===== config.mk =====
export PLATFORM = sky130hd
export DESIGN_NAME = rcr_top
export DESIGN_NICKNAME = d
export VERILOG_FILES = /design/src/verilog/rcr_pkg.sv /design/src/verilog/rcr_top.sv
export SDC_FILE = /design/constraint.sdc
export NUM_CORES = 1
export LEC_CHECK = 0
export BUFFER_PORTS_ARGS = -buffer_cell sky130_fd_sc_hd__buf_4
export CORE_UTILIZATION = 35
export CTS_CLUSTER_DIAMETER = 30
export CTS_CLUSTER_SIZE = 10
export DETAILED_ROUTE_END_ITERATION = 8
export PLACE_DENSITY = 0.7
export SLEW_MARGIN = 20
export SYNTH_ARGS = -nofsm -noshare
export SYNTH_HDL_FRONTEND = slang
export SYNTH_SLANG_ARGS = --single-unit

===== constraint.sdc =====
create_clock -name CLK_SYS_IN -period 1.5 [get_ports CLK_SYS_IN]
set_clock_uncertainty 0.15 [all_clocks]
set_input_delay 0.075 -clock CLK_SYS_IN [delete_from_list [all_inputs] [get_ports CLK_SYS_IN]]
set_output_delay 0.075 -clock CLK_SYS_IN [all_outputs]
set_load 0.05 [all_outputs]

===== src/verilog/rcr_pkg.sv =====
// Package for the reset-cause status register block: offsets, fields, reset values and types.
package rcr_pkg;

	// Register byte offsets on the AXI4-Lite slave.
	localparam logic [3:0] RCR_OFF_CAUSE = 4'h0;
	localparam logic [3:0] RCR_OFF_IRQ_STAT = 4'h4;
	localparam logic [3:0] RCR_OFF_IRQ_MASK = 4'h8;

	// Bit positions inside the cause register.
	localparam int RCR_BIT_TRAP = 15;
	localparam int RCR_BIT_ILLEGAL = 14;
	localparam int RCR_BIT_CFG_MISMATCH = 9;
	localparam int RCR_BIT_BIAS_KEEP = 8;
	localparam int RCR_BIT_PIN_CLEAR = 7;
	localparam int RCR_BIT_SOFT = 6;
	localparam int RCR_BIT_WDT_EN = 5;
	localparam int RCR_BIT_WDT_EXP = 4;
	localparam int RCR_BIT_SLEEP = 3;
	localparam int RCR_BIT_IDLE = 2;
	localparam int RCR_BIT_BROWNOUT = 1;
	localparam int RCR_BIT_POWER_ON = 0;

	// Implemented bits (13:10 are absent) and the power-on value.
	localparam logic [15:0] RCR_IMPL_MASK = 16'hC3FF;
	localparam logic [15:0] RCR_POR_VALUE = 16'h0003;
	// Bits that hardware may set; bits 8 and 5 are software controls only.
	localparam logic [15:0] RCR_HW_SET_MASK = 16'hC2DF;

	// AXI4-Lite responses.
	localparam logic [1:0] RCR_RESP_OKAY = 2'h0;
	localparam logic [1:0] RCR_RESP_SLVERR = 2'h2;

	// Hardware events, one pulse per cause.
	typedef struct packed {
		logic trap_conflict;
		logic illegal_op;
		logic cfg_mismatch;
		logic pin_clear;
		logic soft_reset;
		logic wdt_expiry;
		logic sleep_entry;
		logic idle_entry;
		logic brownout;
	} rcr_events_t;

endpackage


===== src/verilog/rcr_top.sv =====
// Reset-cause status register with AXI4-Lite slave and event interrupt.
//////////////////////////////////////////////////////////////////////////////
// What this block does
// - A trap conflict reset sets bit 15; power-on reset clears it and other resets leave it alone.
// - A configuration mismatch reset sets bit 9, which otherwise only a software write to the cause register sets.
// - A reset instruction that resets the device sets bit 6.
// - Bit 5 enables the watchdog, is never set by hardware and resets to zero.
// - A watchdog expiry sets bit 4.
// - Having been in sleep sets bit 3.
// - Having been in idle sets bit 2.
// - Bit 1 is set by brown-out and by power-on reset and resets to one.
// - Bit 0 is set by every power-on reset and resets to one.
// - Each reset source sets its own cause flag.
// - Power-on reset clears all flags except bits 1:0, which it sets.
//////////////////////////////////////////////////////////////////////////////
//
// Chosen here: the register offsets and the AXI4-Lite register port.
module rcr_top (
	// Clock and power-on reset
	input wire logic CLK_SYS_IN,
	input wire logic SYS_RST_IN,
	// Hardware cause events, one-cycle pulses
	input wire rcr_pkg::rcr_events_t EVENTS_IN,
	// AXI4-Lite write address and data
	input wire logic [3:0] AWADDR_IN,
	input wire logic AWVALID_IN,
	output logic AWREADY_OUT,
	input wire logic [31:0] WDATA_IN,
	input wire logic [3:0] WSTRB_IN,
	input wire logic WVALID_IN,
	output logic WREADY_OUT,
	// AXI4-Lite write response
	output logic [1:0] BRESP_OUT,
	output logic BVALID_OUT,
	input wire logic BREADY_IN,
	// AXI4-Lite read
	input wire logic [3:0] ARADDR_IN,
	input wire logic ARVALID_IN,
	output logic ARREADY_OUT,
	output logic [31:0] RDATA_OUT,
	output logic [1:0] RRESP_OUT,
	output logic RVALID_OUT,
	input wire logic RREADY_IN,
	// Controls and interrupt
	output logic WDT_ENABLE_OUT,
	output logic FLASH_BIAS_KEEP_OUT,
	output logic IRQ_OUT
);
	import rcr_pkg::*;

	logic [15:0] cause_reg;
	logic [15:0] irq_stat_reg;
	logic [15:0] irq_mask_reg;
	logic [3:0] awaddr_reg;
	logic aw_held_reg;
	logic [31:0] wdata_reg;
	logic [3:0] wstrb_reg;
	logic w_held_reg;
	logic bvalid_reg;
	logic [1:0] bresp_reg;
	logic rvalid_reg;
	logic [31:0] rdata_reg;
	logic [1:0] rresp_reg;
	logic [15:0] hw_set;
	logic wr_fire;
	logic rd_fire;
	logic [15:0] wr_bits;
	logic [15:0] wr_lanes;

	// Maps an address onto a register index; 3 means unmapped.
	function automatic logic [1:0] reg_sel(input logic [3:0] addr);
		unique case (addr)
			RCR_OFF_CAUSE: reg_sel = 2'h0;
			RCR_OFF_IRQ_STAT: reg_sel = 2'h1;
			RCR_OFF_IRQ_MASK: reg_sel = 2'h2;
			default: reg_sel = 2'h3;
		endcase
	endfunction

	//////////////////////////////////////////////////////////////////////////
	// Event decode to cause bits.
	always_comb begin
		hw_set = 16'h0000;
		hw_set[RCR_BIT_TRAP] = EVENTS_IN.trap_conflict;
		hw_set[RCR_BIT_ILLEGAL] = EVENTS_IN.illegal_op;
		hw_set[RCR_BIT_CFG_MISMATCH] = EVENTS_IN.cfg_mismatch;
		hw_set[RCR_BIT_PIN_CLEAR] = EVENTS_IN.pin_clear;
		hw_set[RCR_BIT_SOFT] = EVENTS_IN.soft_reset;
		hw_set[RCR_BIT_WDT_EXP] = EVENTS_IN.wdt_expiry;
		hw_set[RCR_BIT_SLEEP] = EVENTS_IN.sleep_entry;
		hw_set[RCR_BIT_IDLE] = EVENTS_IN.idle_entry;
		hw_set[RCR_BIT_BROWNOUT] = EVENTS_IN.brownout;
		hw_set = hw_set & RCR_HW_SET_MASK;
	end

	//////////////////////////////////////////////////////////////////////////
	// Write channel: address and data are latched independently.
	assign AWREADY_OUT = !aw_held_reg && !bvalid_reg;
	assign WREADY_OUT = !w_held_reg && !bvalid_reg;
	assign wr_fire = aw_held_reg && w_held_reg && !bvalid_reg;
	assign wr_lanes = {{8{wstrb_reg[1]}}, {8{wstrb_reg[0]}}};
	assign wr_bits = (wdata_reg[15:0] & wr_lanes) | (cause_reg & ~wr_lanes);

	always_ff @(posedge CLK_SYS_IN) begin
		if (SYS_RST_IN) begin
			aw_held_reg <= 1'b0;
			awaddr_reg <= 4'h0;
		end else if (AWVALID_IN && AWREADY_OUT) begin
			aw_held_reg <= 1'b1;
			awaddr_reg <= AWADDR_IN;
		end else if (wr_fire) begin
			aw_held_reg <= 1'b0;
		end
	end

	always_ff @(posedge CLK_SYS_IN) begin
		if (SYS_RST_IN) begin
			w_held_reg <= 1'b0;
			wdata_reg <= 32'h0000_0000;
			wstrb_reg <= 4'h0;
		end else if (WVALID_IN && WREADY_OUT) begin
			w_held_reg <= 1'b1;
			wdata_reg <= WDATA_IN;
			wstrb_reg <= WSTRB_IN;
		end else if (wr_fire) begin
			w_held_reg <= 1'b0;
		end
	end

	always_ff @(posedge CLK_SYS_IN) begin
		if (SYS_RST_IN) begin
			bvalid_reg <= 1'b0;
			bresp_reg <= RCR_RESP_OKAY;
		end else if (wr_fire) begin
			bvalid_reg <= 1'b1;
			bresp_reg <= (reg_sel(awaddr_reg) == 2'h3) ? RCR_RESP_SLVERR : RCR_RESP_OKAY;
		end else if (BREADY_IN) begin
			bvalid_reg <= 1'b0;
		end
	end

	assign BVALID_OUT = bvalid_reg;
	assign BRESP_OUT = bresp_reg;

	//////////////////////////////////////////////////////////////////////////
	// Cause register. Hardware set wins over a software clear in the same
	// cycle, so a cause landing during a write is never lost. The register
	// records causes, and bits 5 and 8 drive WDT_ENABLE_OUT and FLASH_BIAS_KEEP_OUT; nothing here feeds back into the reset tree.
	always_ff @(posedge CLK_SYS_IN) begin
		if (SYS_RST_IN) begin
			cause_reg <= RCR_POR_VALUE;
		end else if (wr_fire && reg_sel(awaddr_reg) == 2'h0) begin
			cause_reg <= (wr_bits | hw_set) & RCR_IMPL_MASK;
		end else begin
			cause_reg <= cause_reg | hw_set;
		end
	end

	assign WDT_ENABLE_OUT = cause_reg[RCR_BIT_WDT_EN];
	assign FLASH_BIAS_KEEP_OUT = cause_reg[RCR_BIT_BIAS_KEEP];

	//////////////////////////////////////////////////////////////////////////
	// Interrupt status: sticky, cleared by reading it; a new event wins.
	always_ff @(posedge CLK_SYS_IN) begin
		if (SYS_RST_IN) begin
			irq_stat_reg <= 16'h0000;
		end else if (rd_fire && reg_sel(ARADDR_IN) == 2'h1) begin
			irq_stat_reg <= hw_set;
		end else begin
			irq_stat_reg <= irq_stat_reg | hw_set;
		end
	end

	always_ff @(posedge CLK_SYS_IN) begin
		if (SYS_RST_IN) begin
			irq_mask_reg <= 16'h0000;
		end else if (wr_fire && reg_sel(awaddr_reg) == 2'h2) begin
			irq_mask_reg <= ((wdata_reg[15:0] & wr_lanes) | (irq_mask_reg & ~wr_lanes))
				& RCR_HW_SET_MASK;
		end
	end

	assign IRQ_OUT = |(irq_stat_reg & irq_mask_reg);

	//////////////////////////////////////////////////////////////////////////
	// Read channel: one cycle from address to data.
	assign ARREADY_OUT = !rvalid_reg;
	assign rd_fire = ARVALID_IN && ARREADY_OUT;

	always_ff @(posedge CLK_SYS_IN) begin
		if (SYS_RST_IN) begin
			rvalid_reg <= 1'b0;
			rdata_reg <= 32'h0000_0000;
			rresp_reg <= RCR_RESP_OKAY;
		end else if (rd_fire) begin
			rvalid_reg <= 1'b1;
			rresp_reg <= RCR_RESP_OKAY;
			unique case (reg_sel(ARADDR_IN))
				2'h0: rdata_reg <= {16'h0000, cause_reg};
				2'h1: rdata_reg <= {16'h0000, irq_stat_reg};
				2'h2: rdata_reg <= {16'h0000, irq_mask_reg};
				2'h3: begin
					rdata_reg <= 32'h0000_0000;
					rresp_reg <= RCR_RESP_SLVERR;
				end
			endcase
		end else if (RREADY_IN) begin
			rvalid_reg <= 1'b0;
		end
	end

	assign RVALID_OUT = rvalid_reg;
	assign RDATA_OUT = rdata_reg;
	assign RRESP_OUT = rresp_reg;

endmodule


After elaboration in Yosys (flattened, before gate mapping) --
Cells that the tools add are included.
Word-level totals: word-level logic and storage cells 80, input bits 60, register bits after elaboration 104
Cells by class: muxes and demuxes 20, reductions and logical operators 25, bitwise logic cells 10, equality and inequality tests 10
Operator list (number):
- $pmux W32 S4 | 1
- $or A16 B16 Y16 | 5
- $and A16 B16 Y16 | 4
- $mux W16 | 2
- $mux W2 | 8
- $not A16 Y16 | 1
- $reduce_or A16 Y1 | 1
- $pmux W2 S3 | 2
- $logic_and A1 B1 Y1 | 10
- $eq A2 B2 Y1 const B | 4
- $eq A4 B3 Y1 const B | 2
- $eq A4 B4 Y1 const B | 2
- $logic_not A4 Y1 | 2
- $reduce_bool A2 Y1 | 4
- $mux W1 | 7
- $eq A2 B1 Y1 const B | 2
- $logic_not A1 Y1 | 4
- $logic_not A2 Y1 | 2
- $reduce_or A2 Y1 | 2

Logic depth before layout (Yosys ltp) --
depth after elaboration 6, depth in mapped cells 6

Worst setup path before layout --
No wires, ideal clock.
kind register to register, start register bvalid_reg, in the netlist BVALID_OUT, end register wdata_reg[0], arrival time 1.503 ns, cell stages (with the launch flop) 7, setup slack -0.281 ns, path buffers 3, setup time 0.128 ns, path through dfxtp_1 > buf_2 > nor3b_1 > buf_2 > buf_4 > mux2i_1 > nor2_1
Between the ends: cells in the longest elaborated chain, start to end 3
Ends and longest elaborated chain:
- from (decl) | line rcr_top.sv:59 | logic bvalid_reg;
- from (signal assigned) | line rcr_top.sv:132 | bvalid_reg <= 1'b0;
- from (signal assigned) | line rcr_top.sv:135 | bvalid_reg <= 1'b1;
- from (signal assigned) | line rcr_top.sv:138 | bvalid_reg <= 1'b0;
- $logic_not A1 Y1 | line rcr_top.sv:99 | assign WREADY_OUT = !w_held_reg && !bvalid_reg;
- $logic_and A1 B1 Y1 | line rcr_top.sv:99
- $logic_and A1 B1 Y1 | line rcr_top.sv:121 | end else if (WVALID_IN && WREADY_OUT) begin
- to (signal assigned) | line rcr_top.sv:119 | wdata_reg <= 32'h0000_0000;
- to (signal assigned) | line rcr_top.sv:123 | wdata_reg <= WDATA_IN;
- to (decl) | line rcr_top.sv:56 | logic [31:0] wdata_reg;
No other way between the ends. A chain may end at the register's enable or synchronous reset.

Final worst setup path --
start register irq_stat_reg[2], end output port IRQ_OUT
Between the ends: cells in the longest elaborated chain, start to end 2
Ends and longest elaborated chain:
- from (decl) | line rcr_top.sv:52 | logic [15:0] irq_stat_reg;
- from (signal assigned) | line rcr_top.sv:168 | irq_stat_reg <= hw_set;
- from (signal assigned) | line rcr_top.sv:170 | irq_stat_reg <= irq_stat_reg | hw_set;
- $and A16 B16 Y16 | line rcr_top.sv:183 | assign IRQ_OUT = |(irq_stat_reg & irq_mask_reg);
- $reduce_or A16 Y1 | line rcr_top.sv:183
- to (decl) | line rcr_top.sv:47 | output logic IRQ_OUT
No other way between the ends.

==> impl_results.md <==
* Status: complete, but fails checks
* Failing checks: negative setup slack
* GP Congestion at roughly 0.75
* Count leader, synth: dfxtp_1
* Routed wire per std cell at 13.80 um
* Internal power at 3.282 mW
* Clock share of power at 40.0%
* Fmax at 0.5972 GHz
* DP Area at 3602 sq um
* Die area at 9016 sq um
* CTS H-Tree Depth at 3
* Area grow syn2layout at 43.40%
* Die height at 94.96 um
* Total CTS buffers at 9
* Initial antenna violation count at 0
* Post-synthesis sequential area ratio at roughly 44%
* Setup CP Type: flip-flop to output port
* Synth async-reset ratio at 0%
* Final Hold Fails at 0
* GRT Total Usage at 17.73%
* Nets@finish at 510
* Worst EP required at 1.27 ns
* Flops & latches, synth at 67
* Syn Inst Count at approximately 340
* Initial core utilization at 36.44%
* HP Class: input port to flip-flop
* Top_reg_cell synth: dfxtp_1
* Max_cap viols at 0
* Synth Warn # at 0
* PD cells at 1042 nW/um^2
* Grt ovf at 0
* Final ANT Viol Nets at 0
* Tcrit/Tclk final at 111.6%
* CTS max path bufs at 2
* Synth top cells by count: 67 x dfxtp_1, 28 x a21oi_1, 28 x mux2i_1, 26 x nor2_1
* Synth area leader: dfxtp_1
* DRT Pass-1 Iters at 4
* CP endpoint kind: output port
* Core footprint at 8299 sq um
* Overall power at 4.519 mW
* Crit path arrival time at 1.45 ns
* Clk slew on worst S/H paths at around 0.07 ns
* DRC Markers at 0
* Rows at 33
* Number of global-route vias before repair at approximately 2600
* Final WS setup at -0.1745 ns
* Pre-CTS WS at -0.02380 ns
* Flop pwr share at 42.7%
* ANT cells at 0
* Synth Area per Inst at 8.921 sq um
* Final min period at 1.675 ns
* Share of cells above drive strength 1 at 27.69%
* Largest net degree at the start of global routing at 32
* CTS tree: done
* Fin cells at 560
* Placed cells at a little over 500
* P_sw at 1.237 mW
* Root buffer cell: clkbuf_8
* Ranking of synthesized cells by area: dfxtp_1 44%, mux2i_1 9.3%, buf_4 5.7%
* CP Launch Type: flip-flop
* Via count at 2742
* Fin. max-slew vios at 0
* First-pass GRT wire length at 12260 um
* Total wire length at ~7700 um
* VDD IR max at 574.3 uV
* EDFF count, synth at 0
* Logic pwr share at 17.3%
* R2r setup slk at 0 ns
* Clk_lat worst skew at 0.35 ns
* DR vias/cell at a little under 5
* Share of Yosys cell area claimed by the top area cell type at 44.35%
* Sw Share at 27.37%
* Setup Viol. Count Final at 1
* Finished Cell Area at between 4000 and 5000 sq um
* Min Hold Slack at 0.06915 ns
* Fin util at 52.25%
* Max FO, Critical Path at 3
* HPWL after DPL at about 5100 um
* Distinct cells, synth at 39
* RSZ-0062 raised after global routing: true
* TNS Setup at -0.1745 ns
* Die X at 94.96 um
* I/O Buffers at 59
* CTS Sinks at 67
* I/O Pins at 104
* Mapped Area at 3024 sq um
* Leakage at 1.804 nW
* Initial DRC Count at 162
[timing repair]
action,in CTS,in global routing
pin swaps,5,12
setup endpoints to repair,29,34
hold buffers,35,0
gates resized for setup,14,14
buffers inserted,0,4
endpoints found under the hold margin,42,0
gates cloned,2,2
[logic make-up (layout without fill, tap and decap cells)]
logic type	count (synthesis)	in the layout	synth area share [%]
multiplexers	29	29	9.640
flip-flops	67	67	44.35
other	1	22	0.1240
buffers and inverters	54	147	10.10
AND/OR/NAND/NOR	115	117	21.22
AO/OA/AOI/OAI	73	73	14.56
[power groups by stage]
stage / Combinational [mW] / Sequential (mW) / Clock [mW]
after floorplan: 0.470 / 1.99 / 0
after global placement: 0.657 / 1.96 / 0
after detailed placement: 0.667 / 1.97 / 0
after CTS: 0.753 / 1.93 / 1.82
after global routing: 0.846 / 1.94 / 1.89
final: 0.783 / 1.93 / 1.81
[final timing paths]
path | to | from | cells past startpoint
setup / recovery | IRQ_OUT | irq_stat_reg[2] | 4
hold / removal | RRESP_OUT[1] | ARADDR_IN[0] | 4
setup reg to reg | flip-flop | awaddr_reg[1] | 4
hold reg to reg | RDATA_OUT[0] | RDATA_OUT[0] | 2
[metal layers]
metal	part of all wire, %	up-vias	GRT usage [%]
li1	-	1362	-
met1	47	1281	22.22
met2	48	88	29.86
met3	3.9	11	3.623
met4	1.2	0	6.566
met5	0	-	0
[cell usage in the layout, fill, tap and decap left out, types with 2 or more instances in the layout]
master | Yosys | routed
a32o_1 | 9 | 9
clkbuf_8 | 0 | 10
nand2_1 | 23 | 23
mux2i_1 | 28 | 28
a31oi_1 | 8 | 8
dlygate4sd3_1 | 0 | 33
nor2_4 | 1 | 2
conb_1 | 1 | 22
nor4b_4 | 1 | 2
nor3b_2 | 1 | 2
buf_6 | 1 | 6
dlymetal6s4s_1 | 0 | 2
dfxtp_1 | 67 | 59
a21oi_1 | 28 | 28
nor2b_1 | 10 | 10
o21ai_1 | 20 | 21
clkinv_4 | 0 | 2
dfxtp_4 | 0 | 3
or4b_4 | 1 | 4
a211oi_1 | 2 | 2
nand3_1 | 17 | 16
and3_4 | 0 | 2
bufinv_16 | 0 | 2
nand2b_1 | 23 | 22
buf_4 | 23 | 76
nor2_1 | 26 | 26
inv_1 | 12 | 12
dfxtp_2 | 0 | 5
[layout make-up]
| type | instances | area [sq um] |
|---|---|---|
| Timing Repair Buffer | 119 | 1010 |
| Clock buffer | 11 | 162.7 |
| Inverter | 12 | 45.04 |
| Fill cell | 775 | 3963 |
| Clock inverter | 5 | 82.58 |
| Tap cell | 105 | 131.4 |
| Multi-Input combinational cell | 241 | 1546 |
| Sequential cell | 67 | 1359 |
[critical path: stages (launching register included)]
cell,delay (ns)
dfxtp_2,0.33
a22o_1,0.26
a221oi_2,0.19
nand3_1,0.14
buf_6,0.19
No activity file was read; power rests on OpenSTA's default activity.
